[src/core/ipc_pkg.sv]
/*
 * Constants of the interrupt priority configuration bank: register offsets,
 * writable masks, reset values, level codes and the source table.
 * Assumes it is compiled before every other file of the block.
 */
package ipc_pkg;
    // Widths of the register data, offsets, vector numbers and levels.
    localparam int DATA_W    = 16;
    localparam int OFF_W     = 5;
    localparam int VEC_W     = 7;
    localparam int LVL_W     = 2;
    localparam int REG_COUNT = 24;
    // The offset window that the block decodes, holes included.
    localparam int WINDOW_WORDS = 32;

    // Register offsets within the block.
    localparam logic [4:0] OFF_PRIO0        = 5'h00;
    localparam logic [4:0] OFF_PRIO1        = 5'h01;
    localparam logic [4:0] OFF_PRIO2        = 5'h02;
    localparam logic [4:0] OFF_PRIO3        = 5'h03;
    localparam logic [4:0] OFF_PRIO9        = 5'h09;
    localparam logic [4:0] OFF_VBASE        = 5'h0A;
    localparam logic [4:0] OFF_FAST0_MATCH  = 5'h0B;
    localparam logic [4:0] OFF_FAST1_VEC_HI = 5'h10;
    localparam logic [4:0] OFF_PEND0        = 5'h11;
    localparam logic [4:0] OFF_PEND5        = 5'h16;
    localparam logic [4:0] OFF_CTRL         = 5'h1D;
    localparam logic [4:0] OFF_PRIO10       = 5'h1F;

    // Storage slots of the plain read/write registers in the small memory.
    localparam logic [3:0] SLOT_CTRL   = 4'hD;
    localparam logic [3:0] SLOT_PRIO10 = 4'hE;
    localparam int         STORE_DEPTH = 16;

    // Writable bits of the three laid-out priority registers.
    localparam logic [15:0] MASK_PRIO0 = 16'h3C00;
    localparam logic [15:0] MASK_PRIO1 = 16'h003F;
    localparam logic [15:0] MASK_PRIO2 = 16'hFFCF;
    localparam logic [15:0] RESET_REG = 16'h0000;

    // Field code that disables a request source.
    localparam logic [1:0] CODE_OFF = 2'h0;

    // Source table: register, field low bit, debug class and vector number.
    localparam int NUM_FIELDS = 12;
    localparam int SRC_REG [NUM_FIELDS] = '{0, 0, 1, 1, 1, 2, 2, 2, 2, 2, 2, 2};
    localparam int SRC_LSB [NUM_FIELDS] = '{12, 10, 4, 2, 0, 14, 12, 10, 8, 6, 2, 0};
    localparam bit SRC_DEBUG [NUM_FIELDS] = '{1, 1, 1, 1, 1, 0, 0, 0, 0, 0, 0, 0};
    localparam logic [6:0] SRC_VEC [NUM_FIELDS] = '{7'h08, 7'h09, 7'h0A, 7'h0B, 7'h0C,
        7'h0D, 7'h0E, 7'h0F, 7'h10, 7'h11, 7'h12, 7'h13};
endpackage : ipc_pkg

[src/core/ipc_store_if.sv]
/*
 * Bundle between the register front end and the storage memory.
 * Assumes one clock; the memory answers a read one edge after it is asked.
 */
`timescale 1ns/1ps
`default_nettype none
interface ipc_store_if;
    logic        we;     // Write strobe, one cycle.
    logic [3:0]  wIdx;   // Slot written.
    logic [15:0] wData;  // Data written.
    logic        re;     // Read strobe, one cycle.
    logic [3:0]  rIdx;   // Slot read.
    logic [15:0] rData;  // Registered read data.

    // The front end asks, the memory answers.
    modport ctrl (output we, wIdx, wData, re, rIdx, input rData);
    modport store (input we, wIdx, wData, re, rIdx, output rData);
endinterface : ipc_store_if
`default_nettype wire

[src/core/ipc_reg_store.sv]
/*
 * Small memory that holds the plain read/write registers of the bank.
 * Assumes the front end decodes slots; read data come out of a register.
 */
`timescale 1ns/1ps
`default_nettype none
module ipc_reg_store #(
    parameter int DEPTH = ipc_pkg::STORE_DEPTH
) (
    input  wire logic   clk,
    input  wire logic   rst_n,
    input  wire logic   ce,
    ipc_store_if.store  port
);
    // Storage words; reset so that software never reads an unknown.
    logic [15:0] mem [DEPTH];

    // Writes land on the clock edge; a frozen clock enable holds everything.
    always_ff @(posedge clk or negedge rst_n) begin
        if (!rst_n) begin
            for (int i = 0; i < DEPTH; i++) begin
                mem[i] <= ipc_pkg::RESET_REG;
            end
        end else if (ce && port.we) begin
            mem[port.wIdx] <= port.wData;
        end
    end

    // Read data are registered, which costs one cycle but keeps timing clean.
    always_ff @(posedge clk or negedge rst_n) begin
        if (!rst_n) begin
            port.rData <= ipc_pkg::RESET_REG;
        end else if (ce && port.re) begin
            port.rData <= mem[port.rIdx];
        end
    end
endmodule : ipc_reg_store
`default_nettype wire

[src/core/ipc_priority_bank.sv]
/*
 * Priority configuration bank of the interrupt controller: register port,
 * priority fields, pending view and the level/vector selection.
 * Assumes a bus master that holds address and data for the strobe cycle.
 */
`timescale 1ns/1ps
`default_nettype none
module ipc_priority_bank #(
    parameter int                ADDR_W  = 24,
    parameter logic [ADDR_W-1:0] BASE    = 24'h00F1A0,
    parameter int                NUM_SRC = 86
) (
    input  wire logic                 clk,
    input  wire logic                 rst_n,
    input  wire logic                 ce,
    input  wire logic [ADDR_W-1:0]    addr,
    input  wire logic                 wr,
    input  wire logic                 rd,
    input  wire logic [15:0]          wdata,
    output logic      [15:0]          rdata,
    output logic                      rdValid,
    input  wire logic [NUM_SRC-1:0]   irqReq,
    output logic                      irqValid,
    output logic      [1:0]           irqLevel,
    output logic      [6:0]           irqVector,
    output logic      [22:0]          vecAddr
);
    localparam int NF      = ipc_pkg::NUM_FIELDS;
    localparam int PEND_W  = 6 * ipc_pkg::DATA_W;

    // Address decode against the system base.
    logic [ADDR_W-1:0] diff;      // Address minus the base.
    logic              hit;       // Address falls in the block's window.
    logic [4:0]        off;       // Register offset.
    logic [4:0]        slotW;     // Memory slot of the offset, valid in bit 4.
    logic [4:0]        slotR;     // Memory slot of the offset read in stage one.

    // Priority registers, base register and pending image.
    logic [15:0]        prio0;    // Breakpoint and step counter fields.
    logic [15:0]        prio1;    // Receive, transmit and trace fields.
    logic [15:0]        prio2;    // Flash and system fields.
    logic [15:0]        vecBase;  // Vector base.
    logic [NUM_SRC-1:0] pendReq;  // Requests registered once.
    logic [PEND_W-1:0]  pendWide; // Pending image padded to six words.
    logic [2:0]         pendSel;  // Pending word selected by a read.

    // Read pipeline.
    logic              rdPend;    // Stage one holds a read.
    logic [4:0]        rdOff;     // Offset of that read.
    logic [15:0]       readMux;   // Data chosen for the answer.
    logic [15:0]       pendWord;  // Pending word of that read.

    // Per-source decode.
    logic [15:0]       prioWord [3];
    logic [1:0]        fieldCode [NF];
    logic [1:0]        srcLvl [NF];
    logic [NF-1:0]     srcAct;

    // Next values of the selection outputs.
    logic              next_irqValid;
    logic [1:0]        next_irqLevel;
    logic [6:0]        next_irqVector;

    // Maps an offset to a storage slot; bit 4 says the offset lives there.
    function automatic logic [4:0] slotOf(input logic [4:0] o);
        logic [4:0] s;
        s = 5'h00;
        if (o >= ipc_pkg::OFF_PRIO3 && o <= ipc_pkg::OFF_PRIO9) begin
            s = {1'b1, 4'(o - ipc_pkg::OFF_PRIO3)};
        end else if (o >= ipc_pkg::OFF_FAST0_MATCH && o <= ipc_pkg::OFF_FAST1_VEC_HI) begin
            s = {1'b1, 4'(o - 5'h04)};
        end else if (o == ipc_pkg::OFF_CTRL) begin
            s = {1'b1, ipc_pkg::SLOT_CTRL};
        end else if (o == ipc_pkg::OFF_PRIO10) begin
            s = {1'b1, ipc_pkg::SLOT_PRIO10};
        end
        return s;
    endfunction : slotOf

    // The window is the base plus the decoded offsets; holes answer zero.
    assign diff  = addr - BASE;
    assign hit   = (addr >= BASE) && (diff < ADDR_W'(ipc_pkg::WINDOW_WORDS));
    assign off   = diff[4:0];
    assign slotW = slotOf(off);
    assign slotR = slotOf(rdOff);

    // Plain registers go to the memory; the interface carries the strobes.
    ipc_store_if storeBus ();
    assign storeBus.we    = wr && hit && slotW[4];
    assign storeBus.wIdx  = slotW[3:0];
    assign storeBus.wData = wdata;
    assign storeBus.re    = rd && hit && slotW[4];
    assign storeBus.rIdx  = slotW[3:0];

    ipc_reg_store #(
        .DEPTH (ipc_pkg::STORE_DEPTH)
    ) u_store (
        .clk   (clk),
        .rst_n (rst_n),
        .ce    (ce),
        .port  (storeBus)
    );

    // Priority registers 0 to 2 keep only their field bits; the rest stay zero.
    always_ff @(posedge clk or negedge rst_n) begin
        if (!rst_n) begin
            prio0 <= ipc_pkg::RESET_REG;
            prio1 <= ipc_pkg::RESET_REG;
            prio2 <= ipc_pkg::RESET_REG;
            vecBase <= ipc_pkg::RESET_REG;
        end else if (ce && wr && hit) begin
            if (off == ipc_pkg::OFF_PRIO0) begin
                prio0 <= wdata & ipc_pkg::MASK_PRIO0;
            end
            if (off == ipc_pkg::OFF_PRIO1) begin
                prio1 <= wdata & ipc_pkg::MASK_PRIO1;
            end
            if (off == ipc_pkg::OFF_PRIO2) begin
                prio2 <= wdata & ipc_pkg::MASK_PRIO2;
            end
            if (off == ipc_pkg::OFF_VBASE) begin
                vecBase <= wdata;
            end
        end
    end

    // Requests are registered once so arbitration sees a stable image.
    always_ff @(posedge clk or negedge rst_n) begin
        if (!rst_n) begin
            pendReq <= '0;
        end else if (ce) begin
            pendReq <= irqReq;
        end
    end

    // Pending words beyond the last source read as zero.
    assign pendWide = PEND_W'(pendReq);
    assign pendSel  = 3'(rdOff - ipc_pkg::OFF_PEND0);
    assign pendWord = pendWide[pendSel*16 +: 16];

    // Answer mux; offsets with no register give zero.
    assign readMux =
        (rdOff == ipc_pkg::OFF_PRIO0) ? prio0   :
        (rdOff == ipc_pkg::OFF_PRIO1) ? prio1   :
        (rdOff == ipc_pkg::OFF_PRIO2) ? prio2   :
        (rdOff == ipc_pkg::OFF_VBASE) ? vecBase :
        (rdOff >= ipc_pkg::OFF_PEND0 && rdOff <= ipc_pkg::OFF_PEND5) ? pendWord :
        slotR[4] ? storeBus.rData : 16'h0000;

    // Stage one remembers the read while the memory fetches.
    always_ff @(posedge clk or negedge rst_n) begin
        if (!rst_n) begin
            rdPend <= 1'b0;
            rdOff  <= 5'h00;
        end else if (ce) begin
            rdPend <= rd && hit;
            rdOff  <= off;
        end
    end

    // Stage two drives the answer for exactly one cycle.
    always_ff @(posedge clk or negedge rst_n) begin
        if (!rst_n) begin
            rdValid <= 1'b0;
            rdata   <= 16'h0000;
        end else if (ce) begin
            rdValid <= rdPend;
            rdata   <= rdPend ? readMux : 16'h0000;
        end
    end

    // Field decode per source; debug fields map straight, flash ones drop one.
    assign prioWord[0] = prio0;
    assign prioWord[1] = prio1;
    assign prioWord[2] = prio2;
    for (genvar i = 0; i < NF; i++) begin : g_src
        assign fieldCode[i] = prioWord[ipc_pkg::SRC_REG[i]][ipc_pkg::SRC_LSB[i] +: 2];
        assign srcLvl[i] = ipc_pkg::SRC_DEBUG[i] ? fieldCode[i]
                                                 : fieldCode[i] - 2'h1;
        assign srcAct[i] = (fieldCode[i] != ipc_pkg::CODE_OFF)
                           && pendReq[ipc_pkg::SRC_VEC[i]];
    end

    // Highest level wins; on a tie the lower vector number wins, because the
    // scan runs downward and an equal level replaces the earlier choice.
    always_comb begin
        next_irqValid  = 1'b0;
        next_irqLevel  = 2'h0;
        next_irqVector = 7'h00;
        for (int i = NF - 1; i >= 0; i--) begin
            if (srcAct[i] && (!next_irqValid || srcLvl[i] >= next_irqLevel)) begin
                next_irqValid  = 1'b1;
                next_irqLevel  = srcLvl[i];
                next_irqVector = ipc_pkg::SRC_VEC[i];
            end
        end
    end

    // Selection outputs are registered, so a field write shows one edge later.
    always_ff @(posedge clk or negedge rst_n) begin
        if (!rst_n) begin
            irqValid  <= 1'b0;
            irqLevel  <= 2'h0;
            irqVector <= 7'h00;
            vecAddr   <= 23'h000000;
        end else if (ce) begin
            irqValid  <= next_irqValid;
            irqLevel  <= next_irqLevel;
            irqVector <= next_irqVector;
            vecAddr   <= {vecBase, next_irqVector};
        end
    end

    // Reserved bits of priority registers 0 and 2 never hold a one.
    property p_rsv_zero;
        @(posedge clk) disable iff (!rst_n)
        ((prio0 & ~ipc_pkg::MASK_PRIO0) == 16'h0000) && ((prio2 & 16'h0030) == 16'h0000);
    endproperty
    a_rsv_zero: assert property (p_rsv_zero) else $error("reserved bit set");

    // An offset in a hole answers zero two edges after the read.
    property p_hole_zero;
        @(posedge clk) disable iff (!rst_n)
        (rd && ce && addr == BASE + ADDR_W'(5'h17)) ##1 ce |=> rdValid && rdata == 16'h0000;
    endproperty
    a_hole_zero: assert property (p_hole_zero) else $error("hole read not zero");

    // A write at base plus one lands in priority register 1.
    property p_base_add;
        @(posedge clk) disable iff (!rst_n)
        (wr && ce && addr == BASE + ADDR_W'(ipc_pkg::OFF_PRIO1))
            |=> prio1 == ($past(wdata) & ipc_pkg::MASK_PRIO1);
    endproperty
    a_base_add: assert property (p_base_add) else $error("offset write missed");

    // A debug source reports the level equal to its code.
    property p_debug_lvl;
        @(posedge clk) disable iff (!rst_n)
        irqValid && irqVector == ipc_pkg::SRC_VEC[0] && $past(ce)
            |-> irqLevel == $past(prio0[13:12]) && irqLevel != 2'h0;
    endproperty
    a_debug_lvl: assert property (p_debug_lvl) else $error("debug level wrong");

    // A flash source reports its code minus one and never level three.
    property p_flash_lvl;
        @(posedge clk) disable iff (!rst_n)
        irqValid && irqVector == ipc_pkg::SRC_VEC[5] && $past(ce)
            |-> irqLevel == 2'($past(prio2[15:14]) - 2'h1) && irqLevel != 2'h3;
    endproperty
    a_flash_lvl: assert property (p_flash_lvl) else $error("flash level wrong");

    // Right after reset every field is disabled.
    property p_reset_off;
        @(posedge clk) $rose(rst_n) |-> prio0 == 16'h0000 && prio1 == 16'h0000
            && prio2 == 16'h0000 && !irqValid;
    endproperty
    a_reset_off: assert property (p_reset_off) else $error("field not reset");

    // Register 1 holds nothing above bit 5.
    property p_prio1_layout;
        @(posedge clk) disable iff (!rst_n)
        $changed(prio1) |-> prio1[15:6] == 10'h000 && prio1[5:0] == $past(wdata[5:0]);
    endproperty
    a_prio1_layout: assert property (p_prio1_layout) else $error("register 1 layout");

    // Register 2 keeps both flash fields as written.
    property p_prio2_layout;
        @(posedge clk) disable iff (!rst_n)
        (wr && ce && addr == BASE + ADDR_W'(ipc_pkg::OFF_PRIO2))
            |=> prio2[15:12] == $past(wdata[15:12]);
    endproperty
    a_prio2_layout: assert property (p_prio2_layout) else $error("register 2 layout");

    // Register 0 keeps both debug fields as written.
    property p_prio0_layout;
        @(posedge clk) disable iff (!rst_n)
        (wr && ce && addr == BASE + ADDR_W'(ipc_pkg::OFF_PRIO0))
            |=> prio0[13:10] == $past(wdata[13:10]) && prio0[9:0] == 10'h000;
    endproperty
    a_prio0_layout: assert property (p_prio0_layout) else $error("register 0 layout");

    // The lowest source at level three always wins the next cycle.
    property p_lowest_wins;
        @(posedge clk) disable iff (!rst_n)
        ce && srcAct[0] && srcLvl[0] == 2'h3
            |=> irqValid && irqVector == ipc_pkg::SRC_VEC[0] && irqLevel == 2'h3;
    endproperty
    a_lowest_wins: assert property (p_lowest_wins) else $error("tie not resolved");

    // The vector address joins the base register and the vector.
    property p_vec_addr;
        @(posedge clk) disable iff (!rst_n)
        irqValid && $past(ce) |-> vecAddr == {$past(vecBase), irqVector};
    endproperty
    a_vec_addr: assert property (p_vec_addr) else $error("vector address wrong");

    // A field written, left idle one cycle and then read comes back four
    // edges after the write; the idle cycle keeps a second write out.
    property p_readback;
        @(posedge clk) disable iff (!rst_n)
        (wr && ce && addr == BASE + ADDR_W'(ipc_pkg::OFF_PRIO0)) ##1 (ce && !wr)
            ##1 (rd && ce && addr == BASE + ADDR_W'(ipc_pkg::OFF_PRIO0)) ##1 ce
            |=> rdValid && rdata == ($past(wdata, 4) & ipc_pkg::MASK_PRIO0);
    endproperty
    a_readback: assert property (p_readback) else $error("read back mismatch");
endmodule : ipc_priority_bank
`default_nettype wire

[config.mk]
export PLATFORM = sky130hd
export DESIGN_NAME = ipc_priority_bank
export DESIGN_NICKNAME = d
export VERILOG_FILES = /design/src/core/ipc_pkg.sv /design/src/core/ipc_store_if.sv /design/src/core/ipc_reg_store.sv /design/src/core/ipc_priority_bank.sv
export SDC_FILE = /design/constraint.sdc
export NUM_CORES = 1
export LEC_CHECK = 0
export CAP_MARGIN = 40
export CORE_MARGIN = 2
export CORE_UTILIZATION = 55
export DETAILED_ROUTE_END_ITERATION = 6
export DONT_BUFFER_PORTS = 1
export PLACE_DENSITY = 0.78
export SLEW_MARGIN = 10
export SYNTH_ARGS = -nofsm -noshare
export SYNTH_HDL_FRONTEND = slang
export SYNTH_SLANG_ARGS = --single-unit
[constraint.sdc]
create_clock -name clk -period 22.2 [get_ports clk]
set_clock_uncertainty 0.15 [all_clocks]
set_input_delay 4.44 -clock clk [delete_from_list [all_inputs] [get_ports clk]]
set_output_delay 4.44 -clock clk [all_outputs]
set_load 0.05 [all_outputs]
# Word level (Yosys, flattened, before mapping)
# Cells that the tools add are included.
# classes
add_sub_neg	13
magnitude_cmp	25
n_eq_ne	10
shift	1
n_mux	57
n_bitwise	1
reduce_logical	78
# ops
cell	count
$bwmux W256	1
$mux W16	10
$shiftx A96 B8 Y16	1
$mux W7	11
$bmux W16 S4	1
$demux W16 S4	1
$mux W5	9
$logic_and A1 B1 Y1	38
$ge A24 B16 Y1 const B	1
$lt A24 B6 Y1 const B	1
$mux W2	12
$reduce_bool A2 Y1	12
$sub A24 B16 Y24 const B	1
$ge A2 B2 Y1	11
$eq A5 B5 Y1 const B	4
$le A5 B5 Y1 const B	3
$sub A2 B1 Y2 const B	7
$mux W1	12
$logic_not A1 Y1	11
$logic_or A1 B1 Y1	11
$eq A5 B1 Y1 const B	2
$eq A5 B2 Y1 const B	2
$eq A5 B4 Y1 const B	2
$ge A5 B2 Y1 const B	2
other kinds (10)	19
# word_totals
regBits	454
in_bits	131
out_inout_bits	50
elab_cells	215

# Depth between registers and ports, before layout
# depth
depth_word	47
ltp_mapped	75

# Hierarchy
# From an unflattened synthesis, not the netlist that was laid out.
# hier_totals
cells_unflattened	1760
area_unflattened_um2	21849.7
# modules_own_cells
module	n_inst	cells_each	area_each_um2	seq_area_each_um2
ipc_reg_store	1	901	12261.8	6806.5
ipc_priority_bank	1	859	9587.9	4329.2

# Worst setup path after synthesis
# Ideal clock, no wire load.
# synth_timing
kind	reg2reg
start	register prio2[0]
end	register vecAddr[4]
arrival_ns	12.675
required_time_ns	21.967
setup_slack_ns	9.292
path_stages_with_launch	71
path_buffers	0
cell_sequence	dfrtp_1 -> inv_1 -> ha_1 -> nand2b_1 -> nor2_1 -> ha_1 -> nand2b_1 -> a211o_1 -> a21o_1 -> and2_1 -> ha_1 -> a221oi_1 -> nand2b_1 -> a31oi_1 -> ha_1 -> nand2b_1 -> a21oi_1 -> a21oi_1 -> [35 not listed] -> o31a_1 -> nor3_1 -> a21o_1 -> o21ai_0 -> ha_1 -> nand2b_1 -> a21oi_1 -> o31a_1 -> a2bb2oi_1 -> and4_1 -> a211oi_2 -> ha_1 -> nand2b_1 -> a21oi_1 -> a21o_1 -> and3_1 -> nand3_1 -> o21ai_0
# synth_via
elab_chain_len	47
word_cells_on_any_way	81
cone_classes	add/sub (1); order compare (11); mux (34); reduce/logical (35)
# synth_lines
item	line_no	rtl
from (decl)	ipc_priority_bank.sv:41	logic [15:0] prio2;
from (signal assigned)	ipc_priority_bank.sv:109	prio2 <= ipc_pkg::RESET_REG;
from (signal assigned)	ipc_priority_bank.sv:119	prio2 <= wdata & ipc_pkg::MASK_PRIO2;
branches (longest 46 deep; another with $sub A2 B1 Y2)	n/a	
$mux W7 (*)	ipc_priority_bank.sv:191	if (srcAct[i] && (!next_irqValid || srcLvl[i] >= next_irqLevel)) begin
to (signal assigned)	ipc_priority_bank.sv:210	vecAddr <= {vecBase, next_irqVector};
to (decl)	ipc_priority_bank.sv:26	output logic [22:0] vecAddr
# Mark *: on every way between the ends.
# A chain may end at the register's enable or synchronous reset.

# Final worst setup path
# Same ends and word-level chain as after synthesis.

==> impl_metrics.ini <==
[outcome]
status = finished clean

[global_route]
grt_pass1_vias = 15800
grt_max_degree = 446
grt-ovfl-total = 0
track_usage_pct = 28.1
antenna_found_initial = 5
grt_pass1_wl_um = 91500

[clock_tree]
post_cts_buffers = 0
cts_resized = 0
clk_pin_slew_ns = 0.06
numCtsBuffers = 44
clock-sinks = 445
clk_latency_ns = 0.57
cts_tree = done
root_buffer = clkbuf_16
hold_buffers = 0
cts_buffer_depth = 3
htree_num_levels = 2

[synth]
yosysUniqueCellTypes = 76
synthArstFlopShare_pct = 100
synth_xor_xnor_area_share_pct = 0.0779
synth_compound_area_share_pct = 8.89
postSynthAreaPerCell_um2 = 11.4
synth_seq_cells = 445
synthAdderAreaFrac_pct = 2.34
synth_top_family_by_area = multiplexers
yosys.area_share.simple_pct = 11.6
synth_area_mm2 = 0.0225
muxShareOfSynthArea_pct = 23.5
synth-main-ff-cell = dfrtp_1
synth_edf_count = 0
ys_warn_count = 0
ys_seq_area_share_pct = 49.5
synth_cells = 1982

[floorplan]
num_io_pins = 181
start_util_pct = 55.3
rows = 74
die_w_um = 206
die_h_um = 206
dieArea_mm2 = 0.0425
core-area_mm2 = 0.0406

[worst_setup_path]
critPathMaxStageDelay_ns = 0.52
critPathSlowestCell = a21oi_1
critical_path.startpoint_type = flip-flop
cpLargestDelayFamily = compound AO/OA/AOI/OAI gates
cp-endpoint = vecAddr[4]
required_ns = 22.54
path_max_fanout = 7
reg2reg_to = vecAddr[4]
crit_type = reg2reg
crit_path_end_kind = flip-flop
worstPathArrival_ns = 15.63
r2r_cells = 69
crit_buf_inv = 3
cp.depth = 69
setup.worst_path.start = prio2[0]
r2r-start = prio2[0]
r2r_slack_ns = 6.91

[power]
p_leak_nw = 11.4
total_power_mw = 1.72
powerDensity_mw_per_mm2 = 70.6
ir_worst_vdd_v = 0.0000490

[detailed_routing]
ant_nets = 0
totalWireLength_um = 59400
drc = 0
vias_per_cell = 6.36
vias = 15800
avgRoutedWirePerCell_um = 24.0
drt_iter0_markers = 1509
firstDrtPassIters = 6

[worst_hold_path]
min_path_type = reg2reg

[placed_design]
post-place-cells = 2399
hpwl_um = 39500
placed_cell_area_mm2 = 0.0230
numPortBuffers = 0
dp_slack_ns = 7.08
gp_congestion = 0.927

[layout]
instances_no_fill = 2479
syn2layout_area_growth_pct = 8.30
design_area_mm2 = 0.0244
drive_gt1_share_pct = 24.7
mostFrequentLayoutCell = dfrtp_1
nets = 2086
final_util_pct = 59.9
layout_common_cells = dfrtp_1, mux2_2, nand2_1

[timing]
final_max_slew_viol_count = 0
grt_setup_unrepaired = false
hold_viol_final = 0
max_freq_mhz = 65.4
layout_setup_ws_ns = 6.91
period_share_pct = 68.9
setup_tns_ns = 0
tightest_slew_ns = 1.31
timing.hold.ws_ns = 0.333
slew_headroom_pct = 12.8
setup_viol = 0
post-route-min-period_ns = 15.29

[job]
cap_violations = 0
==> kinds of logic after synthesis <==
| kind of cell | after synthesis |
|---|---|
| AND/OR/NAND/NOR | 539 |
| multiplexers | 450 |
| flip-flops | 445 |
| AO/OA/AOI/OAI | 288 |
| buffers and inverters | 215 |
| adder cells (fa/ha/maj) | 42 |
| XOR/XNOR | 2 |
| other | 1 |
==> report_power, final <==
group / internal [mW] / total, mW / switching (mW)
registers: 0.828 / 0.844 / 0.0159
logic: 0.0591 / 0.147 / 0.0877
clock network: 0.416 / 0.729 / 0.313
==> per-layer routing <==
layer  vias up  GRT usage (%)  part of all wire [%]
li1       6973              -                     -
met1      8056           36.2                    41
met2       570           46.5                    48
met3       162           5.50                   7.1
met4         2           11.9                   4.2
met5         -              0                 0.019
==> how the worst min path moves through the flow <==
| stage | from | end | slack [ns] | depth (start not counted) |
|---|---|---|---|---|
| floorplan | u_store.mem[190] | u_store.mem[190] | 0.30 | 1 |
| global placement | u_store.mem[190] | u_store.mem[190] | 0.31 | 1 |
| detailed placement | u_store.mem[190] | u_store.mem[190] | 0.32 | 1 |
| CTS | u_store.mem[190] | u_store.mem[190] | 0.33 | 1 |
| global route | u_store.mem[38] | u_store.mem[38] | 0.35 | 1 |
| finish | u_store.mem[190] | u_store.mem[190] | 0.33 | 1 |
==> state kept, by name (all words and copies together) (netlist names) <==
signal and cells:
rdOff 5, pendReq 86, u_store.port.rData 16, irqValid 1
irqVector 4, prio2 14, vecBase 16, prio0 4
rdata 16, rdPend 1, u_store.mem 256, rdValid 1
prio1 6, irqLevel 2, vecAddr 17
==> Yosys cell counts (16+ instances only) <==
cell        n  area (um^2)
a21oi_1    53          265
nor2_1     58          218
a31oi_1    50          313
and3_1     25          156
mux4_2     16          360
nand3_1   133          666
inv_1      63          236
mux2_4     20          300
mux2_1     68          766
a221oi_1   16          140
mux2_2    316         3560
ha_1       42          526
o21ai_0    34          170
a22oi_1    19          143
buf_2      18         90.1
nand2_1   226          848
clkbuf_1  102          383
buf_4      17          128
mux2i_1    30          300
dfrtp_1   445        11100
nand2b_1   25          156
o22ai_1    22          138
==> cell type report <==
type                            instances  area [um^2]
Tap cell                              532          666
Inverter                               63          236
Timing Repair Buffer                   34          447
Clock inverter                         12         91.3
Sequential cell                       445        11100
Antenna cell                            4         10.0
Fill cell                            3130        16300
Multi-Input combinational cell       1325        10500
Clock buffer                           64         1300
Power figures use the tool's default switching activity.
